===== src/ais_pkg.sv =====
// package for the input-scan sequencer: register map, fields, reset values
// assumes one core clock and a plain strobe-based register port
package ais_pkg;
	// register word addresses
	localparam logic [3:0] ADDR_CTRL = 4'h0; // converter_control_two
	localparam logic [3:0] ADDR_CHSEL = 4'h1; // channel_select_register
	localparam logic [3:0] ADDR_MASK = 4'h2; // scan_select_mask
	localparam logic [3:0] ADDR_IRQ_STAT = 4'h3; // sticky event flags
	localparam logic [3:0] ADDR_IRQ_MASK = 4'h4; // event mask
	localparam logic [3:0] ADDR_STATUS = 4'h5; // sequencer state
	localparam logic [3:0] ADDR_BUF_BASE = 4'h8; // first word of upper half
	localparam logic [7:0] ADDR_BUF_FIRST = 8'h10; // result words 10..1f
	// control field positions
	localparam int CTRL_SCAN_EN_BIT = 10;
	localparam int CTRL_SAMPLES_PER_INTERRUPT_LSB = 2;
	localparam int CTRL_BUFFER_SPLIT_MODE_BIT = 1;
	localparam int CTRL_ALTERNATE_INPUT_MODE_BIT = 0;
	localparam int CTRL_RUN_BIT = 15;
	// channel select field positions
	localparam int CHSEL_SA_LSB = 16;
	localparam int CHSEL_NA_BIT = 23;
	localparam int CHSEL_SB_LSB = 24;
	localparam int CHSEL_NB_BIT = 31;
	// reset values
	localparam logic [31:0] CTRL_RST = 32'h0000_0000;
	localparam logic [31:0] CHSEL_RST = 32'h0000_0000;
	localparam logic [15:0] MASK_RST = 16'h0000;
	// event bits
	localparam int EV_DONE_BIT = 0; // samples-per-interrupt reached
	localparam int EV_OVR_BIT = 1; // overrun flag; the sequencer never sets it
	// sequencer states
	typedef enum logic [1:0] {
		ST_IDLE = 2'b00,
		ST_SAMPLE = 2'b01,
		ST_CONVERT = 2'b10
	} ais_state_t;
endpackage


===== src/ais_sequencer.sv =====
// input-scan sequencer with 16-word result buffer and interrupt
// assumes the converter core takes a one-cycle start and answers with
// a one-cycle done pulse carrying a 10-bit result; inputs are synchronous

////////////////////////////////////////////////////////////////////////////
// Notes on behaviour
// RL1 - scan enable takes positive input from sequence
// RL2 - lowest enabled input first, then ascending
// RL3 - samples_per_interrupt plus one scanned conversions, interrupt, restart scan
// RL4 - all-ones count interrupts on sixteenth conversion
// RL5 - single buffer refills from location zero
// RL6 - alternate off: always multiplexer A selection
// RL7 - multiplexer B fields ignored when alternate off
// RL8 - sixteen-bit mask picks inputs to scan
// RL9 - results written to sequential locations 0..F
// RL10 - scanning overrides multiplexer A positive field
// RL11 - negative select clear picks negative reference
// RL12 - skip disabled inputs, wrap, one input per conversion
module ais_sequencer #(
	parameter int CH_NUM = 16, // analog inputs
	parameter int RES_W = 10 // result width
) (
	// clock and reset
	input wire logic I_CORE_CLK,
	input wire logic I_SYS_RST,
	// register port
	input wire logic [7:0] I_REG_ADDR,
	input wire logic [31:0] I_REG_WDATA,
	input wire logic I_REG_WR,
	input wire logic I_REG_RD,
	output logic [31:0] O_REG_RDATA,
	// converter core
	output logic O_CONV_START,
	input wire logic I_CONV_DONE,
	input wire logic [9:0] I_CONV_RESULT,
	// analog multiplexer selection
	output logic [3:0] O_POS_SEL,
	output logic O_NEG_SEL_AN1,
	// interrupt
	output logic O_IRQ
);
	// elaboration check: the search, buffer and fields are fixed at 16 x 10
	if (CH_NUM != 16 || RES_W != 10) begin : g_bad_param
		$error("ais_sequencer serves 16 inputs of 10 bits only");
	end

	////////////////////////////////////////////////////////////////////////
	// register state
	logic [31:0] ctrl_q; // converter_control_two
	logic [31:0] chsel_q; // channel_select_register
	logic [15:0] mask_q; // scan_select_mask
	logic [1:0] ev_q; // sticky events
	logic [1:0] evmask_q; // event mask
	logic [31:0] rdata_q; // read data register
	logic [9:0] buf_q [16]; // result_buffer
	logic [3:0] wptr_q; // next buffer location
	logic [3:0] cnt_q; // conversions since last interrupt
	logic [3:0] ch_q; // channel under conversion
	logic started_q; // first channel of a run chosen
	ais_pkg::ais_state_t state_q;

	// decoded control fields
	wire scan_en = ctrl_q[ais_pkg::CTRL_SCAN_EN_BIT];
	wire run_en = ctrl_q[ais_pkg::CTRL_RUN_BIT];
	wire alt_mode = ctrl_q[ais_pkg::CTRL_ALTERNATE_INPUT_MODE_BIT];
	wire buffer_split_mode = ctrl_q[ais_pkg::CTRL_BUFFER_SPLIT_MODE_BIT];
	wire [3:0] samples_per_interrupt = ctrl_q[ais_pkg::CTRL_SAMPLES_PER_INTERRUPT_LSB +: 4];
	wire [3:0] sa = chsel_q[ais_pkg::CHSEL_SA_LSB +: 4];
	wire na = chsel_q[ais_pkg::CHSEL_NA_BIT];
	wire [3:0] sb = chsel_q[ais_pkg::CHSEL_SB_LSB +: 4];
	wire nb = chsel_q[ais_pkg::CHSEL_NB_BIT];

	////////////////////////////////////////////////////////////////////////
	// next enabled input search: lowest set mask bit above base, else wrap
	function automatic logic [3:0] next_ch(input logic [15:0] m,
		input logic [3:0] base, input logic from_start);
		logic [3:0] r;
		logic found;
		r = 4'h0;
		found = 1'b0;
		for (int i = 15; i >= 0; i--) begin
			if (m[i] && (from_start || i > int'(base))) begin
				r = 4'(i);
				found = 1'b1;
			end
		end
		if (!found) begin
			for (int i = 15; i >= 0; i--) begin
				if (m[i])
					r = 4'(i);
			end
		end
		return r;
	endfunction

	// alternate sample phase: B selection on odd samples when enabled
	logic alt_b_q;
	wire use_b = alt_mode && alt_b_q; // RL6 RL7
	wire [3:0] fixed_pos = use_b ? sb : sa;
	wire fixed_neg = use_b ? nb : na;
	assign O_POS_SEL = scan_en ? ch_q : fixed_pos; // RL1 RL10
	assign O_NEG_SEL_AN1 = fixed_neg; // RL11

	////////////////////////////////////////////////////////////////////////
	// register decode
	wire wr_ctrl = I_REG_WR && I_REG_ADDR == {4'h0, ais_pkg::ADDR_CTRL};
	wire wr_chsel = I_REG_WR && I_REG_ADDR == {4'h0, ais_pkg::ADDR_CHSEL};
	wire wr_mask = I_REG_WR && I_REG_ADDR == {4'h0, ais_pkg::ADDR_MASK};
	wire wr_ev = I_REG_WR && I_REG_ADDR == {4'h0, ais_pkg::ADDR_IRQ_STAT};
	wire wr_evm = I_REG_WR && I_REG_ADDR == {4'h0, ais_pkg::ADDR_IRQ_MASK};
	wire buf_hit = I_REG_ADDR[7:4] == ais_pkg::ADDR_BUF_FIRST[7:4];
	// control words live only in the low page; pages other than it and the buffer page read 0
	wire reg_hit = I_REG_ADDR[7:4] == 4'h0;

	// conversion completion and interrupt point
	wire conv_end = state_q == ais_pkg::ST_CONVERT && I_CONV_DONE;
	wire last_conv = conv_end && cnt_q == samples_per_interrupt; // RL3 RL4
	logic buf_half_q; // which half fills in split mode

	logic [31:0] rd_mux;
	always_comb begin
		rd_mux = 32'h0000_0000;
		if (buf_hit)
			rd_mux = {22'h0, buf_q[I_REG_ADDR[3:0]]};
		else if (reg_hit) begin
			case (I_REG_ADDR[3:0])
				ais_pkg::ADDR_CTRL: rd_mux = ctrl_q;
				ais_pkg::ADDR_CHSEL: rd_mux = chsel_q;
				ais_pkg::ADDR_MASK: rd_mux = {16'h0, mask_q};
				ais_pkg::ADDR_IRQ_STAT: rd_mux = {30'h0, ev_q};
				ais_pkg::ADDR_IRQ_MASK: rd_mux = {30'h0, evmask_q};
				ais_pkg::ADDR_STATUS:
					rd_mux = {16'h0, 2'(state_q), 1'b0, buf_half_q,
						wptr_q, cnt_q, ch_q};
				default: rd_mux = 32'h0000_0000;
			endcase
		end
	end

	////////////////////////////////////////////////////////////////////////
	// software registers
	always_ff @(posedge I_CORE_CLK) begin
		if (I_SYS_RST) begin
			ctrl_q <= ais_pkg::CTRL_RST;
			chsel_q <= ais_pkg::CHSEL_RST;
			mask_q <= ais_pkg::MASK_RST;
			evmask_q <= 2'h0;
			rdata_q <= 32'h0000_0000;
		end else begin
			if (wr_ctrl)
				ctrl_q <= I_REG_WDATA;
			if (wr_chsel)
				chsel_q <= I_REG_WDATA;
			if (wr_mask)
				mask_q <= I_REG_WDATA[15:0]; // RL8
			if (wr_evm)
				evmask_q <= I_REG_WDATA[1:0];
			rdata_q <= I_REG_RD ? rd_mux : 32'h0000_0000;
		end
	end
	assign O_REG_RDATA = rdata_q;

	// sticky events: a new event wins over a clear in the same cycle
	wire [1:0] ev_set = {1'b0, last_conv};
	always_ff @(posedge I_CORE_CLK) begin
		if (I_SYS_RST)
			ev_q <= 2'h0;
		else
			ev_q <= (ev_q & ~(wr_ev ? I_REG_WDATA[1:0] : 2'h0)) | ev_set;
	end
	assign O_IRQ = |(ev_q & evmask_q);

	////////////////////////////////////////////////////////////////////////
	// sequencer: sample, convert, store, advance
	ais_pkg::ais_state_t state_d;
	always_comb begin
		case (state_q)
			ais_pkg::ST_IDLE:
				state_d = run_en ? ais_pkg::ST_SAMPLE : ais_pkg::ST_IDLE;
			ais_pkg::ST_SAMPLE:
				state_d = ais_pkg::ST_CONVERT;
			ais_pkg::ST_CONVERT: begin
				if (!I_CONV_DONE)
					state_d = ais_pkg::ST_CONVERT; // RL12
				else
					state_d = run_en ? ais_pkg::ST_SAMPLE : ais_pkg::ST_IDLE;
			end
			default: state_d = ais_pkg::ST_IDLE;
		endcase
	end
	assign O_CONV_START = state_q == ais_pkg::ST_SAMPLE;

	always_ff @(posedge I_CORE_CLK) begin
		if (I_SYS_RST) begin
			state_q <= ais_pkg::ST_IDLE;
			wptr_q <= 4'h0;
			cnt_q <= 4'h0;
			ch_q <= 4'h0;
			started_q <= 1'b0;
			alt_b_q <= 1'b0;
			buf_half_q <= 1'b0;
		end else begin
			state_q <= state_d;
			if (state_q == ais_pkg::ST_IDLE && run_en && !started_q) begin
				ch_q <= next_ch(mask_q, 4'h0, 1'b1); // RL2
				started_q <= 1'b1;
			end
			if (!run_en && state_q == ais_pkg::ST_IDLE)
				started_q <= 1'b0;
			if (conv_end) begin
				alt_b_q <= alt_mode && !alt_b_q;
				if (last_conv) begin
					cnt_q <= 4'h0;
					buf_half_q <= buffer_split_mode && !buf_half_q;
					wptr_q <= (buffer_split_mode && !buf_half_q) ? 4'h8 : 4'h0; // RL5
					ch_q <= next_ch(mask_q, 4'h0, 1'b1); // RL3
				end else begin
					cnt_q <= cnt_q + 4'h1;
					wptr_q <= wptr_q + 4'h1; // RL9
					ch_q <= next_ch(mask_q, ch_q, 1'b0); // RL12
				end
			end
		end
	end

	// result storage
	always_ff @(posedge I_CORE_CLK) begin
		if (conv_end)
			buf_q[wptr_q] <= I_CONV_RESULT; // RL9
	end

	////////////////////////////////////////////////////////////////////////
	// checks
	// while scanning, a fixed-field write must not move the selection
	chk_scan_pos_sel: assert property (@(posedge I_CORE_CLK) // RL1 RL10
		disable iff (I_SYS_RST) (scan_en && $past(scan_en) &&
		$stable(ch_q)) |-> $stable(O_POS_SEL))
		else $error("scan does not drive positive select");
	// fixed mode with alternate off always shows the A field
	chk_fixed_a_sel: assert property (@(posedge I_CORE_CLK) // RL6
		disable iff (I_SYS_RST) (!scan_en && !alt_mode) |->
		O_POS_SEL == sa)
		else $error("mux A selection not used");
	// B negative field has no say while alternate is off
	chk_b_ignored: assert property (@(posedge I_CORE_CLK) // RL7
		disable iff (I_SYS_RST) !alt_mode |-> O_NEG_SEL_AN1 == na)
		else $error("mux B field leaked into selection");
	// a clear negative bit picks the negative reference
	chk_neg_ref: assert property (@(posedge I_CORE_CLK) // RL11
		disable iff (I_SYS_RST) (!alt_mode && !na) |->
		!O_NEG_SEL_AN1)
		else $error("negative reference not selected");
	// every stored result except the one at the interrupt point moves the write pointer by one word
	chk_wptr_step: assert property (@(posedge I_CORE_CLK) // RL9
		disable iff (I_SYS_RST) (conv_end && !last_conv) |=>
		wptr_q == $past(wptr_q) + 4'h1)
		else $error("buffer pointer did not advance");
	// single buffer: the interrupt point sends the pointer home
	chk_refill_zero: assert property (@(posedge I_CORE_CLK) // RL5
		disable iff (I_SYS_RST) (last_conv && !buffer_split_mode) |=>
		wptr_q == 4'h0 && ev_q[0])
		else $error("buffer did not restart at zero");
	// all-ones count: interrupt exactly at the sixteenth result
	chk_irq_count: assert property (@(posedge I_CORE_CLK) // RL4
		disable iff (I_SYS_RST) (conv_end && samples_per_interrupt == 4'hf) |->
		(last_conv == (cnt_q == 4'hf)))
		else $error("interrupt not on sixteenth conversion");
	// with a nonzero mask, a scanned start only ever lands on an enabled input
	chk_scan_enabled: assert property (@(posedge I_CORE_CLK) // RL8
		disable iff (I_SYS_RST) (O_CONV_START && scan_en &&
		mask_q != 16'h0 && !$changed(mask_q)) |-> mask_q[ch_q])
		else $error("scanned input not enabled in mask");
	// full mask: each step before the interrupt point goes to the next channel up
	chk_ascend: assert property (@(posedge I_CORE_CLK) // RL2
		disable iff (I_SYS_RST) (conv_end && !last_conv &&
		mask_q == 16'hffff) |=> ch_q == $past(ch_q) + 4'h1)
		else $error("scan did not ascend");
	// a start follows only a finished conversion or an idle sequencer
	chk_one_conv: assert property (@(posedge I_CORE_CLK) // RL12
		disable iff (I_SYS_RST) O_CONV_START |->
		($past(conv_end) || $past(state_q) == ais_pkg::ST_IDLE))
		else $error("second start before conversion ended");
	// after the interrupt point the scan begins at the first input
	chk_wrap: assert property (@(posedge I_CORE_CLK) // RL3
		disable iff (I_SYS_RST) (last_conv && mask_q == 16'hffff) |=>
		ch_q == 4'h0)
		else $error("scan did not restart at first input");

	// covers for the main scenarios: full scan, skipping, interrupt,
	// and an event that meets a software clear in the same cycle
	cov_full_scan: cover property (@(posedge I_CORE_CLK)
		last_conv && scan_en && mask_q == 16'hffff && samples_per_interrupt == 4'hf);
	cov_skip: cover property (@(posedge I_CORE_CLK)
		conv_end && scan_en && mask_q != 16'hffff);
	cov_irq: cover property (@(posedge I_CORE_CLK) O_IRQ);
	cov_set_clear: cover property (@(posedge I_CORE_CLK)
		last_conv && wr_ev);
endmodule


===== config.mk =====
export PLATFORM = sky130hd
export DESIGN_NAME = ais_sequencer
export DESIGN_NICKNAME = d
export VERILOG_FILES = /design/src/ais_pkg.sv /design/src/ais_sequencer.sv
export SDC_FILE = /design/constraint.sdc
export NUM_CORES = 1
export LEC_CHECK = 0
export BUFFER_PORTS_ARGS = -buffer_cell sky130_fd_sc_hd__buf_2
export CORE_ASPECT_RATIO = 0.6
export CORE_MARGIN = 1
export CORE_UTILIZATION = 45
export DETAILED_ROUTE_END_ITERATION = 12
export PLACE_DENSITY_LB_ADDON = 0.05
export SYNTH_ARGS = -nofsm -noshare
export SYNTH_HDL_FRONTEND = slang
export SYNTH_SLANG_ARGS = --single-unit

===== constraint.sdc =====
create_clock -name I_CORE_CLK -period 2.8 [get_ports I_CORE_CLK]
set_input_delay 0.56 -clock I_CORE_CLK [delete_from_list [all_inputs] [get_ports I_CORE_CLK]]
set_output_delay 0.56 -clock I_CORE_CLK [all_outputs]
set_load 0.02 [all_outputs]

==> impl_metrics.json <==
{
  "critical_path_class": "register to register",
  "rsz0062_at_grt": "no",
  "syn_area_per_cell_um2": 12.07,
  "finalSetupViolCount": 0,
  "most-common-layout-cells": "184 x nand2_1, 160 x edfxtp_1, 133 x dfxtp_1",
  "irDropWorstVdd_mv": 0.4721,
  "gp_congestion": 0.8947,
  "wl_per_cell_um": 22.29,
  "synthCells": 1005,
  "fin_crit_sh_pct": 89.03,
  "timing.rr.start": "ch_q[0]",
  "period_minus_slack_ns": 2.493,
  "worstSetupEndpoint": "ch_q[1]",
  "pin_count": 94,
  "yosys_most_used_dff": "edfxtp_1",
  "hold_path_class": "primary input to register",
  "start_kind": "register",
  "internal_power_mw": 6.773,
  "rr_endpoint": "ch_q[1]",
  "layout_commonest_cell": "nand2_1",
  "synth_area_mm2": 0.01213,
  "drt_pass1_iterations": 5,
  "p_seq_share_pct": 52.5,
  "drt_wl_total_mm": 33.50,
  "antenna_found_initial": 1,
  "dieArea_mm2": 0.02765,
  "power_frac_clock_pct": 43.5,
  "initial_core_util_pct": 45.83,
  "numPortBuffers": 93,
  "grt_pass1_wl_mm": 49.92,
  "reg2regPathDepth": 6,
  "placed_cells": 1451,
  "ys_warn_count": 0,
  "cts.sinks": 293,
  "grt_overflow_total": 0,
  "core_mm2": 0.02648,
  "p_comb_share_pct": 4.0,
  "ys_seq_area_share_pct": 61.54,
  "power.switching_mw": 1.848,
  "max-clock-path-buffers": 3,
  "num_vias": 8460,
  "worstSkewPairLatency_ns": 0.56,
  "powerDensity_mw_per_mm2": 604.2,
  "worst_pin_slew_ns": 0.6945,
  "instances_no_fill": 1503,
  "fin_hold_ws_ns": 0.2501,
  "syn2layout_area_growth_pct": 17.59,
  "end_kind": "register",
  "syn-num-nets": 1065,
  "synth_cell_types": 69,
  "slew_viol_final": 0,
  "worstPathMaxFanout": 11,
  "cts_hold_buf": 0,
  "post_cts_resized": 0,
  "critPathLaunch": "ch_q[0]",
  "drv_cap": 0,
  "grt_max_degree": 90,
  "ys_ff_latch": 293,
  "worstPathRequired_ns": 3.27,
  "n_fill_cell": 2315,
  "drtIter0Drc": 1176,
  "drive_above_1_share_pct": 24.67,
  "post-cts-setup-buffers": 0,
  "fmax_ghz": 0.4012,
  "synth-edff-count": 160,
  "slew_headroom_pct": 53.70,
  "diodes": 0,
  "nNetsFinal": 1181,
  "cts_root_buf": "clkbuf_16",
  "cts_made_buffers": 28,
  "final_antenna_net_count": 0,
  "clkTransAtPathRegs_ns": 0.07,
  "hpwl_mm": 23.62,
  "htreeDepth": 1,
  "drcViolationCount": 0,
  "grt_usage_pct": 24.14,
  "switching_share_pct": 21.44,
  "leakagePower_nw": 4.897,
  "die_x_um": 214.0,
  "finClkSkew_ns": 0.01053,
  "regToRegSetupSlack_ns": 0.31,
  "grt_pass1_vias": 7738,
  "synthArstFlopShare_pct": 0,
  "worstPathArrival_ns": 2.96,
  "outcome": "completed",
  "hold_viol_final": 0,
  "fp-row-count": 46,
  "cts_tree": "done",
  "vias_per_cell": 5.629,
  "dieHeight_um": 129.2,
  "fin_setup_tns_ns": 0
}
cells by family after synthesis:
group                    after synthesis  share of synthesized area (%)
buffers and inverters                 90                          3.258
flip-flops                           293                          61.54
adder cells (fa/ha/maj)                6                         0.5981
AND/OR/NAND/NOR                      325                          11.75
multiplexers                          76                          11.69
XOR/XNOR                               9                         0.6496
AO/OA/AOI/OAI                        206                          10.51
through the flow:
stage | utilization [%] | total power [mW] | instance area (µm²) | setup slack, ns
after floorplan | - | 4.796 | 12130 | 0.4678
after global placement | 50.48 | 4.970 | 13370 | 0.3738
after detailed placement | 50.48 | 4.969 | 13370 | 0.3389
after CTS | 53.89 | 8.705 | 14270 | 0.3336
after global routing | 53.89 | 8.886 | 14270 | 0.2105
final | 53.89 | 8.622 | 14270 | 0.3073
layer usage:
layer / wire length [µm] / share of wire, % / vias up / GRT usage [%]
li1: - / - / 3906 / -
met1: 17370 / 52 / 4200 / 41.58
met2: 12400 / 37 / 327 / 29.72
met3: 3442 / 10 / 27 / 5.704
met4: 300 / 0.90 / 0 / 3.470
met5: 0 / 0 / - / 0
cells in the mapped netlist (10+ instances only):
cell type  count  area share [%]
nand2_1      184             5.7
edfxtp_1     160              40
dfxtp_1      133              22
a21oi_1      110             4.5
nor2_1        79             2.4
mux4_2        51             9.5
clkbuf_1      49             1.5
a22oi_1       33             2.0
inv_1         18            0.56
mux2_2        16             1.5
o21ai_0       16            0.66
buf_2         13            0.54
nand2b_1      12            0.62
o22ai_1       10            0.52
power groups by stage:
stage	Sequential (mW)	Clock, mW	Combinational [mW]
5_1_grt	4.53	3.99	0.368
3_3_place_gp	4.62	0	0.346
6_report	4.53	3.75	0.343
3_5_place_dp	4.62	0	0.345
4_1_cts	4.53	3.83	0.346
2_1_floorplan	4.62	0	0.171
layout make-up:
type	instances	area [µm²]	area share, %
Tap cell	360	450.4	3.157
Multi-Input combinational cell	622	4297	30.11
Clock buffer	37	764.5	5.358
Timing Repair Buffer	158	1084	7.594
Clock inverter	15	138.9	0.9733
Inverter	18	67.56	0.4735
Sequential cell	293	7467	52.33
flip-flops by register name, summed over array words and instances (netlist names):
register	flops
O_REG_RDATA	32
started_q	1
mask_q	16
evmask_q	2
wptr_q	4
ctrl_q	32
buf_q	160
cnt_q	4
alt_b_q	1
ch_q	4
state_q	2
chsel_q	32
buf_half_q	1
ev_q	2
worst max-delay path, cell delays in order (launching register included):
cell and delay (ns):
dfxtp_1 0.69, and3_4 0.33, o22ai_4 0.09, nor4_4 0.31
a41oi_2 0.16, or4_1 0.53, a311oi_1 0.28
worst min path at each step:
stage | from | to | slack (ns) | depth (start not counted)
2_1_floorplan | chsel_q[0] | chsel_q[0] | 0.43 | 2
3_3_place_gp | chsel_q[2] | chsel_q[2] | 0.44 | 2
3_5_place_dp | chsel_q[14] | chsel_q[14] | 0.45 | 2
4_1_cts | I_REG_WDATA[31] | ctrl_q[31] | 0.23 | 3
5_1_grt | I_REG_WDATA[21] | ctrl_q[21] | 0.24 | 3
6_report | I_REG_WDATA[31] | ctrl_q[31] | 0.25 | 3
Note: power is estimated with default switching activity, not from simulation.
